## src/rtl/rbc_map.svh

```systemverilog
// register map, field positions, reset values and decode constants for regulator b control
`ifndef RBC_MAP_SVH
`define RBC_MAP_SVH

// ==========================================================
// register offsets
`define RBC_ADDR_A_SLEEP 16'h4070
`define RBC_ADDR_B_CTRL 16'h4071
`define RBC_ADDR_B_ON 16'h4072
`define RBC_ADDR_B_SLEEP 16'h4073
`define RBC_ADDR_IRQ_STATUS 16'h4100
`define RBC_ADDR_IRQ_MASK 16'h4101
`define RBC_ADDR_B_STATE 16'h4102

// ==========================================================
// read masks of implemented bits
`define RBC_MASK_A_SLEEP 16'h001F
`define RBC_MASK_B_CTRL 16'hDFC1
`define RBC_MASK_B_ON 16'hE11F
`define RBC_MASK_B_SLEEP 16'hE11F
`define RBC_MASK_IRQ 16'h0001

// ==========================================================
// reset values
`define RBC_RST_A_SLEEP 16'h0000
`define RBC_RST_B_CTRL 16'h0200
`define RBC_RST_B_ON 16'h0000
`define RBC_RST_B_SLEEP 16'h0100
`define RBC_RST_IRQ_MASK 16'h0000

// ==========================================================
// field positions
`define RBC_ERR_HI 15
`define RBC_ERR_LO 14
`define RBC_SRC_HI 12
`define RBC_SRC_LO 11
`define RBC_HWV_BIT 10
`define RBC_HWM_HI 9
`define RBC_HWM_LO 8
`define RBC_FLT_BIT 7
`define RBC_SWI_BIT 6
`define RBC_LP_BIT 0
`define RBC_SLOT_HI 15
`define RBC_SLOT_LO 13
`define RBC_MODE_BIT 8
`define RBC_VSEL_HI 4
`define RBC_VSEL_LO 0

// ==========================================================
// voltage decode in millivolts
`define RBC_MV_BASE 12'd900
`define RBC_MV_STEP_FINE 12'd50
`define RBC_MV_STEP_COARSE 12'd100
`define RBC_MV_KNEE 12'd1700
`define RBC_CODE_KNEE 5'h0F

`endif

```

## src/rtl/rbc_pkg.sv

```systemverilog
// types shared by the regulator b control block
package rbc_pkg;
	typedef logic [15:0] rbc_word_t;
	typedef logic [11:0] rbc_mv_t;
	typedef enum logic [1:0] {
		RBC_ERR_IGNORE = 2'h0,
		RBC_ERR_REG_OFF = 2'h1,
		RBC_ERR_SYS_RESET = 2'h2,
		RBC_ERR_RESERVED = 2'h3
	} rbc_err_e;
	typedef enum logic [3:0] {
		RBC_ST_OFF = 4'h1,
		RBC_ST_NORMAL = 4'h2,
		RBC_ST_LOWPOWER = 4'h4,
		RBC_ST_FAULT_OFF = 4'h8
	} rbc_state_e;
endpackage

```

## src/rtl/rbc_regs.sv

```systemverilog
// regulator b control register bank with decoded regulator controls
`timescale 1ns/1ps
`default_nettype none
`include "rbc_map.svh"

// Contract
// - Regulator A sleep voltage code decodes as 0.90 V to 1.60 V in 50 mV steps, then 1.70 V to 3.30 V in 100 mV steps.
// - On undervoltage of regulator B the error-action code ignores (00), shuts the regulator (01), resets the system (10), or is reserved (11).
// - Every regulator B undervoltage event sets the interrupt status regardless of the error action; irq follows it only while the mask bit is 1.
// - Hardware-control source selects none (00), input 1 (01), input 2 (10), or either (11), resetting to 00.
// - Under hardware control the voltage comes from the ON code when the choice bit is 0 and the sleep code when 1.
// - Under hardware control the mode is low power for 00 and 10, off for 01, and follows the ON mode bit for 11, resetting to 10.
// - A disabled regulator is discharged when float is 0 and floats when 1, and switch mode is a separate bit, both resetting to 0.
// - The low-power select bit picks the 50 mA variant at 0 and the 20 mA variant at 1 wherever low power applies.
// - Startup slot 000 never enables outside hardware control, 001-101 enable in slots 1-5, 110 follows enable input 1 and 111 enable input 2.
// - In the ON state the regulator runs normal at mode bit 0 and low power at 1.
// - The ON voltage code uses the same map, 00h 0.90 V, 0Eh 1.60 V, 0Fh 1.70 V, 1Fh 3.30 V, resetting to zero.
// - Sleep slot 000 transitions in slot 5, 001-101 disable in slots 5 down to 1, 110 transitions in slot 3, 111 in slot 1.
// - Regulator B holds a sleep voltage code with the same map used in sleep and when hardware control picks it.
module rbc_regs (
	// clock and reset
	input wire logic clk,
	input wire logic reset_n,
	// register port
	input wire logic [15:0] reg_addr,
	input wire rbc_pkg::rbc_word_t reg_wdata,
	input wire logic reg_write,
	input wire logic reg_read,
	output rbc_pkg::rbc_word_t reg_rdata,
	// sequencer and pins
	input wire logic [2:0] seq_timeslot,
	input wire logic seq_sleep,
	input wire logic undervoltage_pin,
	input wire logic hardware_control_1_pin,
	input wire logic hardware_control_2_pin,
	input wire logic hw_enable_1_pin,
	input wire logic hw_enable_2_pin,
	// regulator controls
	output logic reg_b_enable,
	output logic reg_b_low_power,
	output logic reg_b_low_power_variant,
	output logic reg_b_discharge,
	output logic reg_b_switch_mode,
	output rbc_pkg::rbc_mv_t reg_b_target_mv,
	output rbc_pkg::rbc_mv_t reg_a_sleep_mv,
	output logic system_reset_req,
	output logic irq
);
	import rbc_pkg::*;

	// ==========================================================
	// helpers
	// piecewise linear code to millivolt map
	function automatic rbc_mv_t code_to_mv(input logic [4:0] code);
		rbc_mv_t c;
		c = {7'h00, code};
		if (code <= `RBC_CODE_KNEE - 5'h01)
			code_to_mv = rbc_mv_t'(`RBC_MV_BASE + c * `RBC_MV_STEP_FINE);
		else
			code_to_mv = rbc_mv_t'(`RBC_MV_KNEE + (c - 12'd15) * `RBC_MV_STEP_COARSE);
	endfunction

	function automatic logic hit(input logic [15:0] addr, input logic [15:0] target);
		hit = (addr == target);
	endfunction

	// ==========================================================
	// pin synchronisers
	logic [4:0] pins_s;
	rbc_sync #(.WIDTH(5)) u_sync (
		.clk(clk),
		.reset_n(reset_n),
		.async_in({hw_enable_2_pin, hw_enable_1_pin, hardware_control_2_pin,
			hardware_control_1_pin, undervoltage_pin}),
		.sync_out(pins_s)
	);
	logic uv_s, hwc1_s, hwc2_s, hwen1_s, hwen2_s;
	assign uv_s = pins_s[0];
	assign hwc1_s = pins_s[1];
	assign hwc2_s = pins_s[2];
	assign hwen1_s = pins_s[3];
	assign hwen2_s = pins_s[4];

	// ==========================================================
	// state
	typedef struct packed {
		rbc_word_t a_sleep;
		rbc_word_t b_ctrl;
		rbc_word_t b_on;
		rbc_word_t b_sleep;
		logic irq_status;
		logic irq_mask;
		logic uv_prev;
		logic started;
		rbc_state_e st;
		rbc_word_t rdata;
		logic enable;
		logic low_power;
		logic lp_variant;
		logic discharge;
		logic switch_mode;
		rbc_mv_t target_mv;
		rbc_mv_t a_mv;
		logic sys_reset;
		logic irq;
	} rbc_state_s;

	rbc_state_s r, next_r;

	// field views
	logic [1:0] err_act, hwc_src, hw_mode;
	logic hw_vsel, on_mode, hwc_active, want_on, uv_rise;
	logic [2:0] on_slot, slp_slot;
	logic in_sleep, slp_disable;

	always_comb begin
		err_act = r.b_ctrl[`RBC_ERR_HI:`RBC_ERR_LO];
		hwc_src = r.b_ctrl[`RBC_SRC_HI:`RBC_SRC_LO];
		hw_vsel = r.b_ctrl[`RBC_HWV_BIT];
		hw_mode = r.b_ctrl[`RBC_HWM_HI:`RBC_HWM_LO];
		on_slot = r.b_on[`RBC_SLOT_HI:`RBC_SLOT_LO];
		on_mode = r.b_on[`RBC_MODE_BIT];
		slp_slot = r.b_sleep[`RBC_SLOT_HI:`RBC_SLOT_LO];
		uv_rise = uv_s & ~r.uv_prev;
		// source selection of hardware control
		case (hwc_src)
			2'h1: hwc_active = hwc1_s;
			2'h2: hwc_active = hwc2_s;
			2'h3: hwc_active = hwc1_s | hwc2_s;
			default: hwc_active = 1'b0;
		endcase
		// startup assignment
		case (on_slot)
			3'h0: want_on = 1'b0;
			3'h6: want_on = hwen1_s;
			3'h7: want_on = hwen2_s;
			default: want_on = r.started;
		endcase
		// sleep entry: disable codes turn the regulator off once the slot is reached
		in_sleep = seq_sleep;
		slp_disable = 1'b0;
		case (slp_slot)
			3'h0: in_sleep = seq_sleep && (seq_timeslot <= 3'h5);
			3'h6: in_sleep = seq_sleep && (seq_timeslot <= 3'h3);
			3'h7: in_sleep = seq_sleep && (seq_timeslot <= 3'h1);
			default: slp_disable = seq_sleep && (seq_timeslot <= 3'h6 - slp_slot);
		endcase
	end

	always_comb begin
		next_r = r;
		next_r.uv_prev = uv_s;
		next_r.sys_reset = 1'b0;
		next_r.rdata = 16'h0000;
		// startup timeslot has been reached
		if (!seq_sleep && on_slot >= 3'h1 && on_slot <= 3'h5 && seq_timeslot >= on_slot)
			next_r.started = 1'b1;
		if (on_slot == 3'h0)
			next_r.started = 1'b0;
		// register writes, undocumented bits forced to zero
		if (reg_write) begin
			if (hit(reg_addr, `RBC_ADDR_A_SLEEP))
				next_r.a_sleep = reg_wdata & `RBC_MASK_A_SLEEP;
			if (hit(reg_addr, `RBC_ADDR_B_CTRL))
				next_r.b_ctrl = reg_wdata & `RBC_MASK_B_CTRL;
			if (hit(reg_addr, `RBC_ADDR_B_ON))
				next_r.b_on = reg_wdata & `RBC_MASK_B_ON;
			if (hit(reg_addr, `RBC_ADDR_B_SLEEP))
				next_r.b_sleep = reg_wdata & `RBC_MASK_B_SLEEP;
			if (hit(reg_addr, `RBC_ADDR_IRQ_MASK))
				next_r.irq_mask = reg_wdata[0];
			if (hit(reg_addr, `RBC_ADDR_IRQ_STATUS) && reg_wdata[0])
				next_r.irq_status = 1'b0;
		end
		// set wins over write-one-to-clear
		if (uv_rise)
			next_r.irq_status = 1'b1;
		// register reads, one cycle later
		if (reg_read) begin
			if (hit(reg_addr, `RBC_ADDR_A_SLEEP))
				next_r.rdata = r.a_sleep;
			else if (hit(reg_addr, `RBC_ADDR_B_CTRL))
				next_r.rdata = r.b_ctrl;
			else if (hit(reg_addr, `RBC_ADDR_B_ON))
				next_r.rdata = r.b_on;
			else if (hit(reg_addr, `RBC_ADDR_B_SLEEP))
				next_r.rdata = r.b_sleep;
			else if (hit(reg_addr, `RBC_ADDR_IRQ_STATUS))
				next_r.rdata = {15'h0000, r.irq_status};
			else if (hit(reg_addr, `RBC_ADDR_IRQ_MASK))
				next_r.rdata = {15'h0000, r.irq_mask};
			else if (hit(reg_addr, `RBC_ADDR_B_STATE))
				next_r.rdata = {12'h000, r.st};
			else
				next_r.rdata = 16'h0000;
		end
		// regulator state machine
		case (r.st)
			RBC_ST_FAULT_OFF: begin
				// latched off until software rewrites the startup slot
				if (reg_write && hit(reg_addr, `RBC_ADDR_B_ON))
					next_r.st = RBC_ST_OFF;
			end
			RBC_ST_OFF, RBC_ST_NORMAL, RBC_ST_LOWPOWER: begin
				if (hwc_active) begin
					case (hw_mode)
						2'h1: next_r.st = RBC_ST_OFF;
						2'h3: next_r.st = on_mode ? RBC_ST_LOWPOWER : RBC_ST_NORMAL;
						default: next_r.st = RBC_ST_LOWPOWER;
					endcase
				end else if (!want_on || slp_disable) begin
					next_r.st = RBC_ST_OFF;
				end else if (in_sleep) begin
					next_r.st = r.b_sleep[`RBC_MODE_BIT] ? RBC_ST_LOWPOWER : RBC_ST_NORMAL;
				end else begin
					next_r.st = on_mode ? RBC_ST_LOWPOWER : RBC_ST_NORMAL;
				end
				if (uv_rise) begin
					case (err_act)
						RBC_ERR_REG_OFF: next_r.st = RBC_ST_FAULT_OFF;
						RBC_ERR_SYS_RESET: next_r.sys_reset = 1'b1;
						default: ;
					endcase
				end
			end
			default: next_r.st = RBC_ST_OFF;
		endcase
		// registered outputs
		next_r.enable = (r.st == RBC_ST_NORMAL) || (r.st == RBC_ST_LOWPOWER);
		next_r.low_power = (r.st == RBC_ST_LOWPOWER);
		next_r.lp_variant = r.b_ctrl[`RBC_LP_BIT];
		next_r.discharge = !next_r.enable && !r.b_ctrl[`RBC_FLT_BIT];
		next_r.switch_mode = r.b_ctrl[`RBC_SWI_BIT];
		if ((hwc_active && hw_vsel) || (!hwc_active && in_sleep))
			next_r.target_mv = code_to_mv(r.b_sleep[`RBC_VSEL_HI:`RBC_VSEL_LO]);
		else
			next_r.target_mv = code_to_mv(r.b_on[`RBC_VSEL_HI:`RBC_VSEL_LO]);
		next_r.a_mv = code_to_mv(r.a_sleep[`RBC_VSEL_HI:`RBC_VSEL_LO]);
		next_r.irq = r.irq_status & r.irq_mask;
	end

	always_ff @(posedge clk or negedge reset_n) begin
		if (!reset_n) begin
			r <= '0;
			r.a_sleep <= `RBC_RST_A_SLEEP;
			r.b_ctrl <= `RBC_RST_B_CTRL;
			r.b_on <= `RBC_RST_B_ON;
			r.b_sleep <= `RBC_RST_B_SLEEP;
			r.irq_mask <= 1'b0;
			r.st <= RBC_ST_OFF;
			r.discharge <= 1'b1;
			r.target_mv <= `RBC_MV_BASE;
			r.a_mv <= `RBC_MV_BASE;
		end else begin
			r <= next_r;
		end
	end

	// ==========================================================
	// outputs
	assign reg_rdata = r.rdata;
	assign reg_b_enable = r.enable;
	assign reg_b_low_power = r.low_power;
	assign reg_b_low_power_variant = r.lp_variant;
	assign reg_b_discharge = r.discharge;
	assign reg_b_switch_mode = r.switch_mode;
	assign reg_b_target_mv = r.target_mv;
	assign reg_a_sleep_mv = r.a_mv;
	assign system_reset_req = r.sys_reset;
	assign irq = r.irq;
endmodule // rbc_regs
`default_nettype wire

```

## src/rtl/rbc_sync.sv

```systemverilog
// two-flop synchroniser for a bundle of pin inputs
`timescale 1ns/1ps
`default_nettype none
module rbc_sync #(
	parameter int WIDTH = 4
) (
	// clock and reset
	input wire logic clk,
	input wire logic reset_n,
	// pins and synchronised levels
	input wire logic [WIDTH-1:0] async_in,
	output logic [WIDTH-1:0] sync_out
);
	logic [WIDTH-1:0] stage1;
	always_ff @(posedge clk or negedge reset_n) begin
		if (!reset_n) begin
			stage1 <= '0;
			sync_out <= '0;
		end else begin
			stage1 <= async_in;
			sync_out <= stage1;
		end
	end
endmodule // rbc_sync
`default_nettype wire

```

## config.mk

```make
export PLATFORM = sky130hd
export DESIGN_NAME = rbc_regs
export DESIGN_NICKNAME = d
export VERILOG_FILES = /design/src/rtl/rbc_pkg.sv /design/src/rtl/rbc_regs.sv /design/src/rtl/rbc_sync.sv
export VERILOG_INCLUDE_DIRS = /design/src /design/src/rtl
export SDC_FILE = /design/constraint.sdc
export NUM_CORES = 1
export LEC_CHECK = 0
export BUFFER_PORTS_ARGS = -buffer_cell sky130_fd_sc_hd__buf_4
export CAP_MARGIN = 20
export CORE_MARGIN = 2
export CORE_UTILIZATION = 45
export DETAILED_ROUTE_END_ITERATION = 10
export SYNTH_ARGS = -nofsm -noshare
export SYNTH_HDL_FRONTEND = slang
export SYNTH_SLANG_ARGS = --single-unit
```

## constraint.sdc

```tcl
create_clock -name clk -period 4.2 [get_ports clk]
set_input_delay 0.42 -clock clk [delete_from_list [all_inputs] [get_ports clk]]
set_output_delay 0.42 -clock clk [all_outputs]
set_load 0.01 [all_outputs]
```

==> impl_metrics.env, run 1 <==
export IMPL_outcome="finished, final reports clean"
export IMPL_stdcell_count=1102
export IMPL_path_cells="inv_1 -> ha_1 -> inv_1 -> ha_1 -> ha_1 -> ha_1 -> inv_1 -> fa_1 -> nand2b_1 -> a21oi_1 -> xor2_1 -> nor3_1 -> xnor2_1 -> nor2_1 -> o32ai_1"
export IMPL_finalClockSkew_ns=0.007251
export IMPL_crit_type="flip-flop to flip-flop"
export IMPL_ys_flop_type="dfrtp_1"
export IMPL_fin_crit_ns=3.975
export IMPL_crit_fanout=11
export IMPL_worst_slew_pin_slew_ns=0.9714
export IMPL_slowest_delay_ns=0.59
export IMPL_grt_pass1_vias=5759
export IMPL_num_rows=48
export IMPL_swShare=0.2416
export IMPL_power_switching_uw=460.6
export IMPL_syn_area_um2=7904
export IMPL_cp_top_family="adder cells"
export IMPL_grt_overflow=0
export IMPL_grt_use_met3=0.02963
export IMPL_grt_use_met2=0.3222
export IMPL_crit_arrival_ns=4.23
export IMPL_layout_common_cells="buf_4 (108), ha_1 (106), dfrtp_1 (82)"
export IMPL_rr_startpoint="r[71]$_DFFE_PN0P_"
export IMPL_final_common_cell="buf_4"
export IMPL_antenna_found_initial=0
export IMPL_wl_um=17240
export IMPL_drc=0
export IMPL_worst_path_max_delay_cell="dfrtp_1"
export IMPL_cts_buffers=9
export IMPL_vdd_ir_drop_max_uv=198.4
export IMPL_r2r_end="reg_b_target_mv[11]$_DFF_PN0_"
export IMPL_hold_path_class="input pin to flip-flop"
export IMPL_root_buffer="clkbuf_16"
export IMPL_clock_path_buffers=2
export IMPL_cts_max_level=3
export IMPL_placed_cells=1086
export IMPL_relSlewSlack=0.3524
export IMPL_cp_start_kind="flip-flop"
export IMPL_power_density_nw_per_um2=213.0
export IMPL_dp_hpwl_um=13630
export IMPL_fill_cells=1587
export IMPL_final_antenna_net_count=0
export IMPL_layout_worst_path_cycle_share=0.9464
export IMPL_fp_coreArea_um2=17240
export IMPL_p_leak_uw=0.004577
export IMPL_pwr_share_comb=0.051
export IMPL_grt_max_degree=76
export IMPL_insertion_delay_ns=0.35
export IMPL_crit_cells=15
export IMPL_rrSetupSlack_ns=0.23
export IMPL_cp_end_kind="flip-flop"
export IMPL_grt_pass1_wl_um=27970
export IMPL_synthDistinctLibCells=62
export IMPL_start_util=0.4586
export IMPL_reg2regPathDepth=15
export IMPL_use_met1=0.2503
export IMPL_viasPerCell=5.248
export IMPL_async_reset_ff_frac=1.000
export IMPL_synth_seq_area_share=0.3027
export IMPL_crit_path_end="reg_b_target_mv[11]$_DFF_PN0_"
export IMPL_critPathLaunch="r[71]$_DFFE_PN0P_"
export IMPL_drive_above_1_share=0.2132
export IMPL_io_pins=92
export IMPL_ctsHoldBuffers=0
export IMPL_die_h_um=136.5
export IMPL_grt_usage=0.1892
export IMPL_p_int_uw=1446
export IMPL_synth_edf_count=0
export IMPL_crit_buf_inv=3
export IMPL_area_delta_synth_final_pct=13.25
export IMPL_rsz0062_at_grt="false"
export IMPL_avgSynthCellArea_um2=9.746
export IMPL_cts_tree="built"
export IMPL_cp_required_ns=4.46
export IMPL_cts_setup_buffers=0
export IMPL_wl_per_cell_um=15.65
export IMPL_port_buffer_count=87
export IMPL_maxCapViolCount=0
export IMPL_p_clk_frac=0.464
export IMPL_die_area_um2=18640
export IMPL_place_gp_congestion=0.8649
export IMPL_clock_sinks=95
export IMPL_syn_inst=811
export IMPL_busiest_layer="met2"
export IMPL_finalHoldViolCount=0
export IMPL_dieWidth_um=136.5
export IMPL_dr_pass1_iters=5
export IMPL_drt_iter0_markers=269
export IMPL_clkSlewWorstSetupHoldPaths_ns=0.08
export IMPL_cpMostUsedCell="ha_1"
export IMPL_vias=5783
export IMPL_setup_tns_ns=0
export IMPL_setup_violations=0
export IMPL_seq_power_share=0.484
export IMPL_ys_ff_latch=95
export IMPL_nets=1042
export IMPL_diodes=0
export IMPL_ys_warnings_count=0
export IMPL_timing_final_max_slew_violations=0
export IMPL_max_freq_mhz=251.6
routing by layer:
metal / wire, um / up-vias
met3: 617 / 22
met2: 8332 / 111
met5: 0 / -
met4: 337 / 0
met1: 7955 / 2801
li1: - / 2849
sequential cells by signal (all words and copies together), names as in the netlist, 2 cells and up:
register         count
r                   28
reg_rdata           15
reg_a_sleep_mv      11
reg_b_target_mv     11
u_sync.stage1        5
u_sync.sync_out      5
on_slot              3
err_act              2
hw_mode              2
hwc_src              2
next_r               2
worst min path at each step:
stage / cells after the start / startpoint / to
after CTS: 1 / hardware_control_1_pin / u_sync.stage1[1]$_DFF_PN0_
after global placement: 0 / u_sync.stage1[4]$_DFF_PN0_ / u_sync.sync_out[4]$_DFF_PN0_
after global routing: 1 / hardware_control_2_pin / u_sync.stage1[2]$_DFF_PN0_
final: 1 / hardware_control_1_pin / u_sync.stage1[1]$_DFF_PN0_
after detailed placement: 0 / u_sync.stage1[3]$_DFF_PN0_ / u_sync.sync_out[3]$_DFF_PN0_
after floorplan: 0 / reset_n / err_act[0]$_DFFE_PN0P_
synthesized netlist by cell type, types with 4 or more instances:
cell | instances | area share
nand2_1 | 49 | 0.023
o21ai_0 | 29 | 0.018
nand3b_1 | 4 | 0.0038
fa_1 | 18 | 0.046
nand3_1 | 10 | 0.0063
and3_1 | 6 | 0.0047
clkbuf_1 | 16 | 0.0076
ha_1 | 107 | 0.17
mux2i_1 | 13 | 0.016
nor2b_1 | 11 | 0.0087
a22oi_1 | 6 | 0.0057
a211oi_1 | 9 | 0.0085
nor3_1 | 9 | 0.0057
o21bai_1 | 6 | 0.0057
mux2_2 | 35 | 0.050
a21oi_1 | 43 | 0.027
a31oi_1 | 12 | 0.0095
xnor2_1 | 59 | 0.065
dfstp_2 | 12 | 0.040
nand2b_1 | 7 | 0.0055
and2_1 | 9 | 0.0071
o211ai_1 | 6 | 0.0057
nor2_1 | 46 | 0.022
xor2_1 | 37 | 0.041
inv_1 | 71 | 0.034
buf_4 | 40 | 0.038
dfrtp_1 | 83 | 0.26
timing repair:
| action | CTS | global route |
|---|---|---|
| resized for setup | 0 | 3 |
| setup endpoints to repair | 0 | 1 |
| endpoints found under the hold margin | 0 | 0 |
worst reg2reg max path, cell delays in order (launching register included):
cell and delay, ns:
dfrtp_1 0.59, inv_1 0.23, ha_1 0.37, inv_1 0.08, ha_1 0.28, ha_1 0.29, ha_1 0.31, inv_1 0.07
fa_1 0.45, nand2b_1 0.16, a21oi_1 0.17, xor2_1 0.27, nor3_1 0.11, xnor2_1 0.29, nor2_1 0.07, o32ai_1 0.15
stage by stage:
step           total power, uW  worst slack [ns]  hold slack [ns]  area, um2    util
2_1_floorplan            976.9            0.4354           0.1244       7911       -
3_3_place_gp              1039            0.3688           0.3368       8617  0.4999
3_5_place_dp              1040            0.2760           0.3356       8617  0.4999
4_1_cts                   1931            0.2312           0.1602       8940  0.5187
5_1_grt                   1972          0.003866           0.1594       8951  0.5193
6_report                  1907            0.2251           0.1710       8951  0.5193
kinds of logic after synthesis:
kind of cell | share of synthesized area
adder cells (fa/ha/maj) | 0.2150
buffers and inverters | 0.08263
XOR/XNOR | 0.1092
flip-flops | 0.3027
AND/OR/NAND/NOR | 0.1170
other | 0.0004745
AO/OA/AOI/OAI | 0.1067
multiplexers | 0.06633
final cells by class:
type / count / area, um2 / area share
multi-input combinational: 587 / 4876 / 0.5447
sequential: 95 / 2394 / 0.2674
timing repair buffer: 108 / 810.8 / 0.09058
tap: 225 / 281.5 / 0.03145
inverter: 71 / 266.5 / 0.02977
clock buffer: 9 / 225.2 / 0.02516
clock inverter: 7 / 97.59 / 0.01090
power by group through the flow:
stage / Sequential (uW) / Combinational [uW] / Clock (uW)
3_3_place_gp: 941 / 97.9 / 0
2_1_floorplan: 941 / 36.2 / 0
4_1_cts: 924 / 99.5 / 908
5_1_grt: 924 / 109 / 939
3_5_place_dp: 941 / 99.0 / 0
6_report: 923 / 97.8 / 886
Power figures use the tool's default switching activity.
==> run 2, diff against run 1 <==
- PLACE_DENSITY: default -> 0.67
- SYNTH_HIERARCHICAL: default -> 1
- clock period: 4.2 -> 3.49 ns (I/O delays scaled with it)
==> run 2 against run 1 <==
Setup slack lost 0.11 ns. Global-route usage increased by 0.53 points. Largest cell class unchanged. Cell count is 3.4% higher.
==> impl_metrics.env, run 2 <==
export IMPL_outcome="finished, final reports clean"
export IMPL_fp_coreArea_um2=17300
export IMPL_crit_fanout=5
export IMPL_dr_pass1_iters=6
export IMPL_clock_path_buffers=2
export IMPL_p_int_uw=1753
export IMPL_p_leak_uw=0.004814
export IMPL_cts_max_level=3
export IMPL_maxCapViolCount=0
export IMPL_p_clk_frac=0.462
export IMPL_die_area_um2=18720
export IMPL_root_buffer="clkbuf_16"
export IMPL_cts_buffers=9
export IMPL_largest_reg_flops=28
export IMPL_dieWidth_um=136.8
export IMPL_place_gp_congestion=0.8348
export IMPL_cp_required_ns=3.73
export IMPL_synth_most_common_cell="ha_1"
export IMPL_clkSlewWorstSetupHoldPaths_ns=0.07
export IMPL_avgSynthCellArea_um2=10.00
export IMPL_met2_length_um=8820
export IMPL_insertion_delay_ns=0.36
export IMPL_grt_overflow=0
export IMPL_top_register="r"
export IMPL_drt_iter0_markers=302
export IMPL_cts_tree="built"
export IMPL_grt_max_degree=44
export IMPL_start_util=0.4591
export IMPL_finalPower_uw=2298
export IMPL_diodes=0
export IMPL_wl_um=18060
export IMPL_pwr_share_comb=0.053
export IMPL_synthDistinctLibCells=69
export IMPL_hp_start="hardware_control_1_pin"
export IMPL_r2r_end="reg_a_sleep_mv[11]$_DFF_PN0_"
export IMPL_vdd_ir_drop_max_uv=268.1
export IMPL_timing_final_max_slew_violations=0
export IMPL_synth_top_area_frac=0.2616
export IMPL_io_pins=92
export IMPL_hold_end="u_sync/stage1[1]$_DFF_PN0_"
export IMPL_clock_sinks=95
export IMPL_path_cells="ha_4 -> xor2_2 -> ha_1 -> ha_1 -> ha_1 -> inv_1 -> fa_1 -> buf_4 -> xor2_2 -> a21oi_1 -> nor3_1 -> xnor3_1 -> a21o_1"
export IMPL_crit_type="flip-flop to flip-flop"
export IMPL_crit_arrival_ns=3.61
export IMPL_max_freq_mhz=296.1
export IMPL_synthTopCellsByArea="dfrtp_1 (26%), ha_1 (17%), xnor2_1 (5.7%)"
export IMPL_cpMostUsedCell="ha_1"
export IMPL_synth_seq_area_share=0.3013
export IMPL_finalClockSkew_ns=0.01561
export IMPL_relSlewSlack=0.4833
export IMPL_hold_path_class="input pin to flip-flop"
export IMPL_synth_common_cells="ha_1 (107), dfrtp_1 (83), inv_1 (69), xnor2_1 (52), nand2_1 (44)"
export IMPL_reg2regPathDepth=13
export IMPL_rr_startpoint="r[104]$_DFFE_PN0P_"
export IMPL_num_rows=48
export IMPL_pre_cts_ws_ns=-0.09429
export IMPL_ys_ff_latch=95
export IMPL_worst_path_max_delay_cell="dfrtp_2"
export IMPL_rsz0062_at_grt="true"
export IMPL_async_reset_ff_frac=1.000
export IMPL_whs_path_depth=1
export IMPL_seq_area_um2=2404
export IMPL_cp_start_kind="flip-flop"
export IMPL_worst_slew_pin_slew_ns=0.7715
export IMPL_ys_flop_type="dfrtp_1"
export IMPL_seq_power_share=0.484
export IMPL_grt_pass1_wl_um=28840
export IMPL_drive_above_1_share=0.3464
export IMPL_multi_input_area_um2=5468
export IMPL_nets=1080
export IMPL_slowest_delay_ns=0.48
export IMPL_grt_pass1_vias=5774
export IMPL_setup_violations=0
export IMPL_die_h_um=136.8
export IMPL_final_antenna_net_count=0
export IMPL_rrSetupSlack_ns=0.11
export IMPL_area_delta_synth_final_pct=25.04
export IMPL_top_layer_used="met4"
export IMPL_swShare=0.2371
export IMPL_cp_end_kind="flip-flop"
export IMPL_layout_common_cells="buf_4 (154), ha_1 (80), dfrtp_1 (74)"
export IMPL_synth_edf_count=0
export IMPL_syn_inst=794
export IMPL_layout_worst_path_cycle_share=0.9677
export IMPL_wl_met1_um=8252
export IMPL_wl_per_cell_um=15.84
export IMPL_dp_hpwl_um=13910
export IMPL_fin_crit_ns=3.377
export IMPL_wl_met3_um=782
export IMPL_power_switching_uw=545.0
export IMPL_viasPerCell=5.183
export IMPL_power_density_nw_per_um2=231.5
export IMPL_final_common_cell="buf_4"
export IMPL_vias=5909
export IMPL_syn_area_um2=7940
export IMPL_fill_cells=1474
export IMPL_synth_top_cell_by_area="dfrtp_1"
export IMPL_ys_warnings_count=6
export IMPL_drc=0
export IMPL_port_buffer_count=87
export IMPL_antenna_found_initial=0
export IMPL_finalHoldViolCount=0
export IMPL_worst_slack_ns=0.1128
export IMPL_grt_usage=0.1945
==> run 2: cell types whose count changed in the layout (fill, tap and decap cells not counted), sizes merged, moves of 4 or more <==
cell and change:
inv -4, nand2 -5, buf +49, nand2b +6
mux2i -7, a222oi +8, xor2 -6, xnor2 -7
a211oi -4, a21o +6, nor3 +9, a22oi -4
o21ai -10
==> run 2: area by class of cell <==
| type | instances | share of cell area |
|---|---|---|
| well taps | 225 | 0.02836 |
| multi-input cells | 577 | 0.5507 |
| repair buffers | 158 | 0.1209 |
| inverters | 69 | 0.02609 |
| clock buffers | 10 | 0.02407 |
| clock inverters | 6 | 0.007813 |
| flip-flops and latches | 95 | 0.2421 |
==> run 2: timing repair <==
item | in CTS | in global routing
gates cloned | 0 | 0
endpoints found under the hold margin | 25 | 0
endpoints found under the setup margin | 4 | 7
gates resized for setup | 5 | 65
setup buffers | 1 | 8
hold buffers | 1 | 0
pin swaps | 2 | 32
==> run 2: stage by stage <==
stage	hold slack [ns]	instances	util	instance area, um2	TNS [ns]
floorplan	0.05341	796	-	8087	0
global placement	0.2944	1114	0.5255	9090	-0.07601
detailed placement	0.2980	1114	0.5255	9090	-0.1184
CTS	0.09522	1132	0.5460	9444	-0.04848
global route	0.09541	1140	0.5740	9928	-0.08176
finish	0.1043	1140	0.5740	9928	0
==> run 2: metal layers <==
layer | up-vias | GRT usage
met4 | 0 | 0.04066
met3 | 18 | 0.02815
met1 | 2841 | 0.2683
li1 | 2935 | -
met2 | 115 | 0.3261
met5 | - | 0
==> run 2: how the worst max path moves through the flow <==
stage	start	end	slack [ns]	cells past startpoint
finish	r[104]$_DFFE_PN0P_	reg_a_sleep_mv[11]$_DFF_PN0_	0.11	13
global route	r[56]$_DFFE_PN0P_	reg_b_target_mv[11]$_DFF_PN0_	-0.05	16
CTS	r[57]$_DFFE_PN0P_	reg_b_target_mv[11]$_DFF_PN0_	-0.05	14
detailed placement	r[56]$_DFFE_PN0P_	reg_b_target_mv[11]$_DFF_PN0_	-0.09	16
global placement	r[56]$_DFFE_PN0P_	reg_b_target_mv[11]$_DFF_PN0_	-0.07	15
floorplan	r[56]$_DFFE_PN0P_	reg_b_target_mv[11]$_DFF_PN0_	0.03	13
==> run 2: power by group through the flow <==
stage	sequential, uW	clock [uW]	combinational, uW
after floorplan	1130	0	41.8
after detailed placement	1130	0	123
after global placement	1130	0	121
final	1110	1060	123
after CTS	1110	1080	124
after global routing	1110	1130	137
==> run 2: logic make-up (layout without fill, tap and decap cells) <==
logic type | after synthesis | in the layout | share of synthesized area
multiplexers | 41 | 41 | 0.06146
XOR/XNOR | 85 | 85 | 0.09723
AND/OR/NAND/NOR | 186 | 186 | 0.1314
other | 1 | 3 | 0.0004723
AO/OA/AOI/OAI | 137 | 137 | 0.1142
flip-flops | 95 | 95 | 0.3013
buffers and inverters | 124 | 243 | 0.07989
adder cells (fa/ha/maj) | 125 | 125 | 0.2140
==> run 2: critical path, delay by kind of cell, from the launching register on <==
kind | cells | cell delay (ns)
buffers and inverters | 2 | 0.21
xor gates and xnor gates | 3 | 0.54
DFF | 1 | 0.48
AOI/OAI and AO/OA | 2 | 0.27
adders and majority gates | 5 | 1.54
and+or+nand+nor | 1 | 0.22
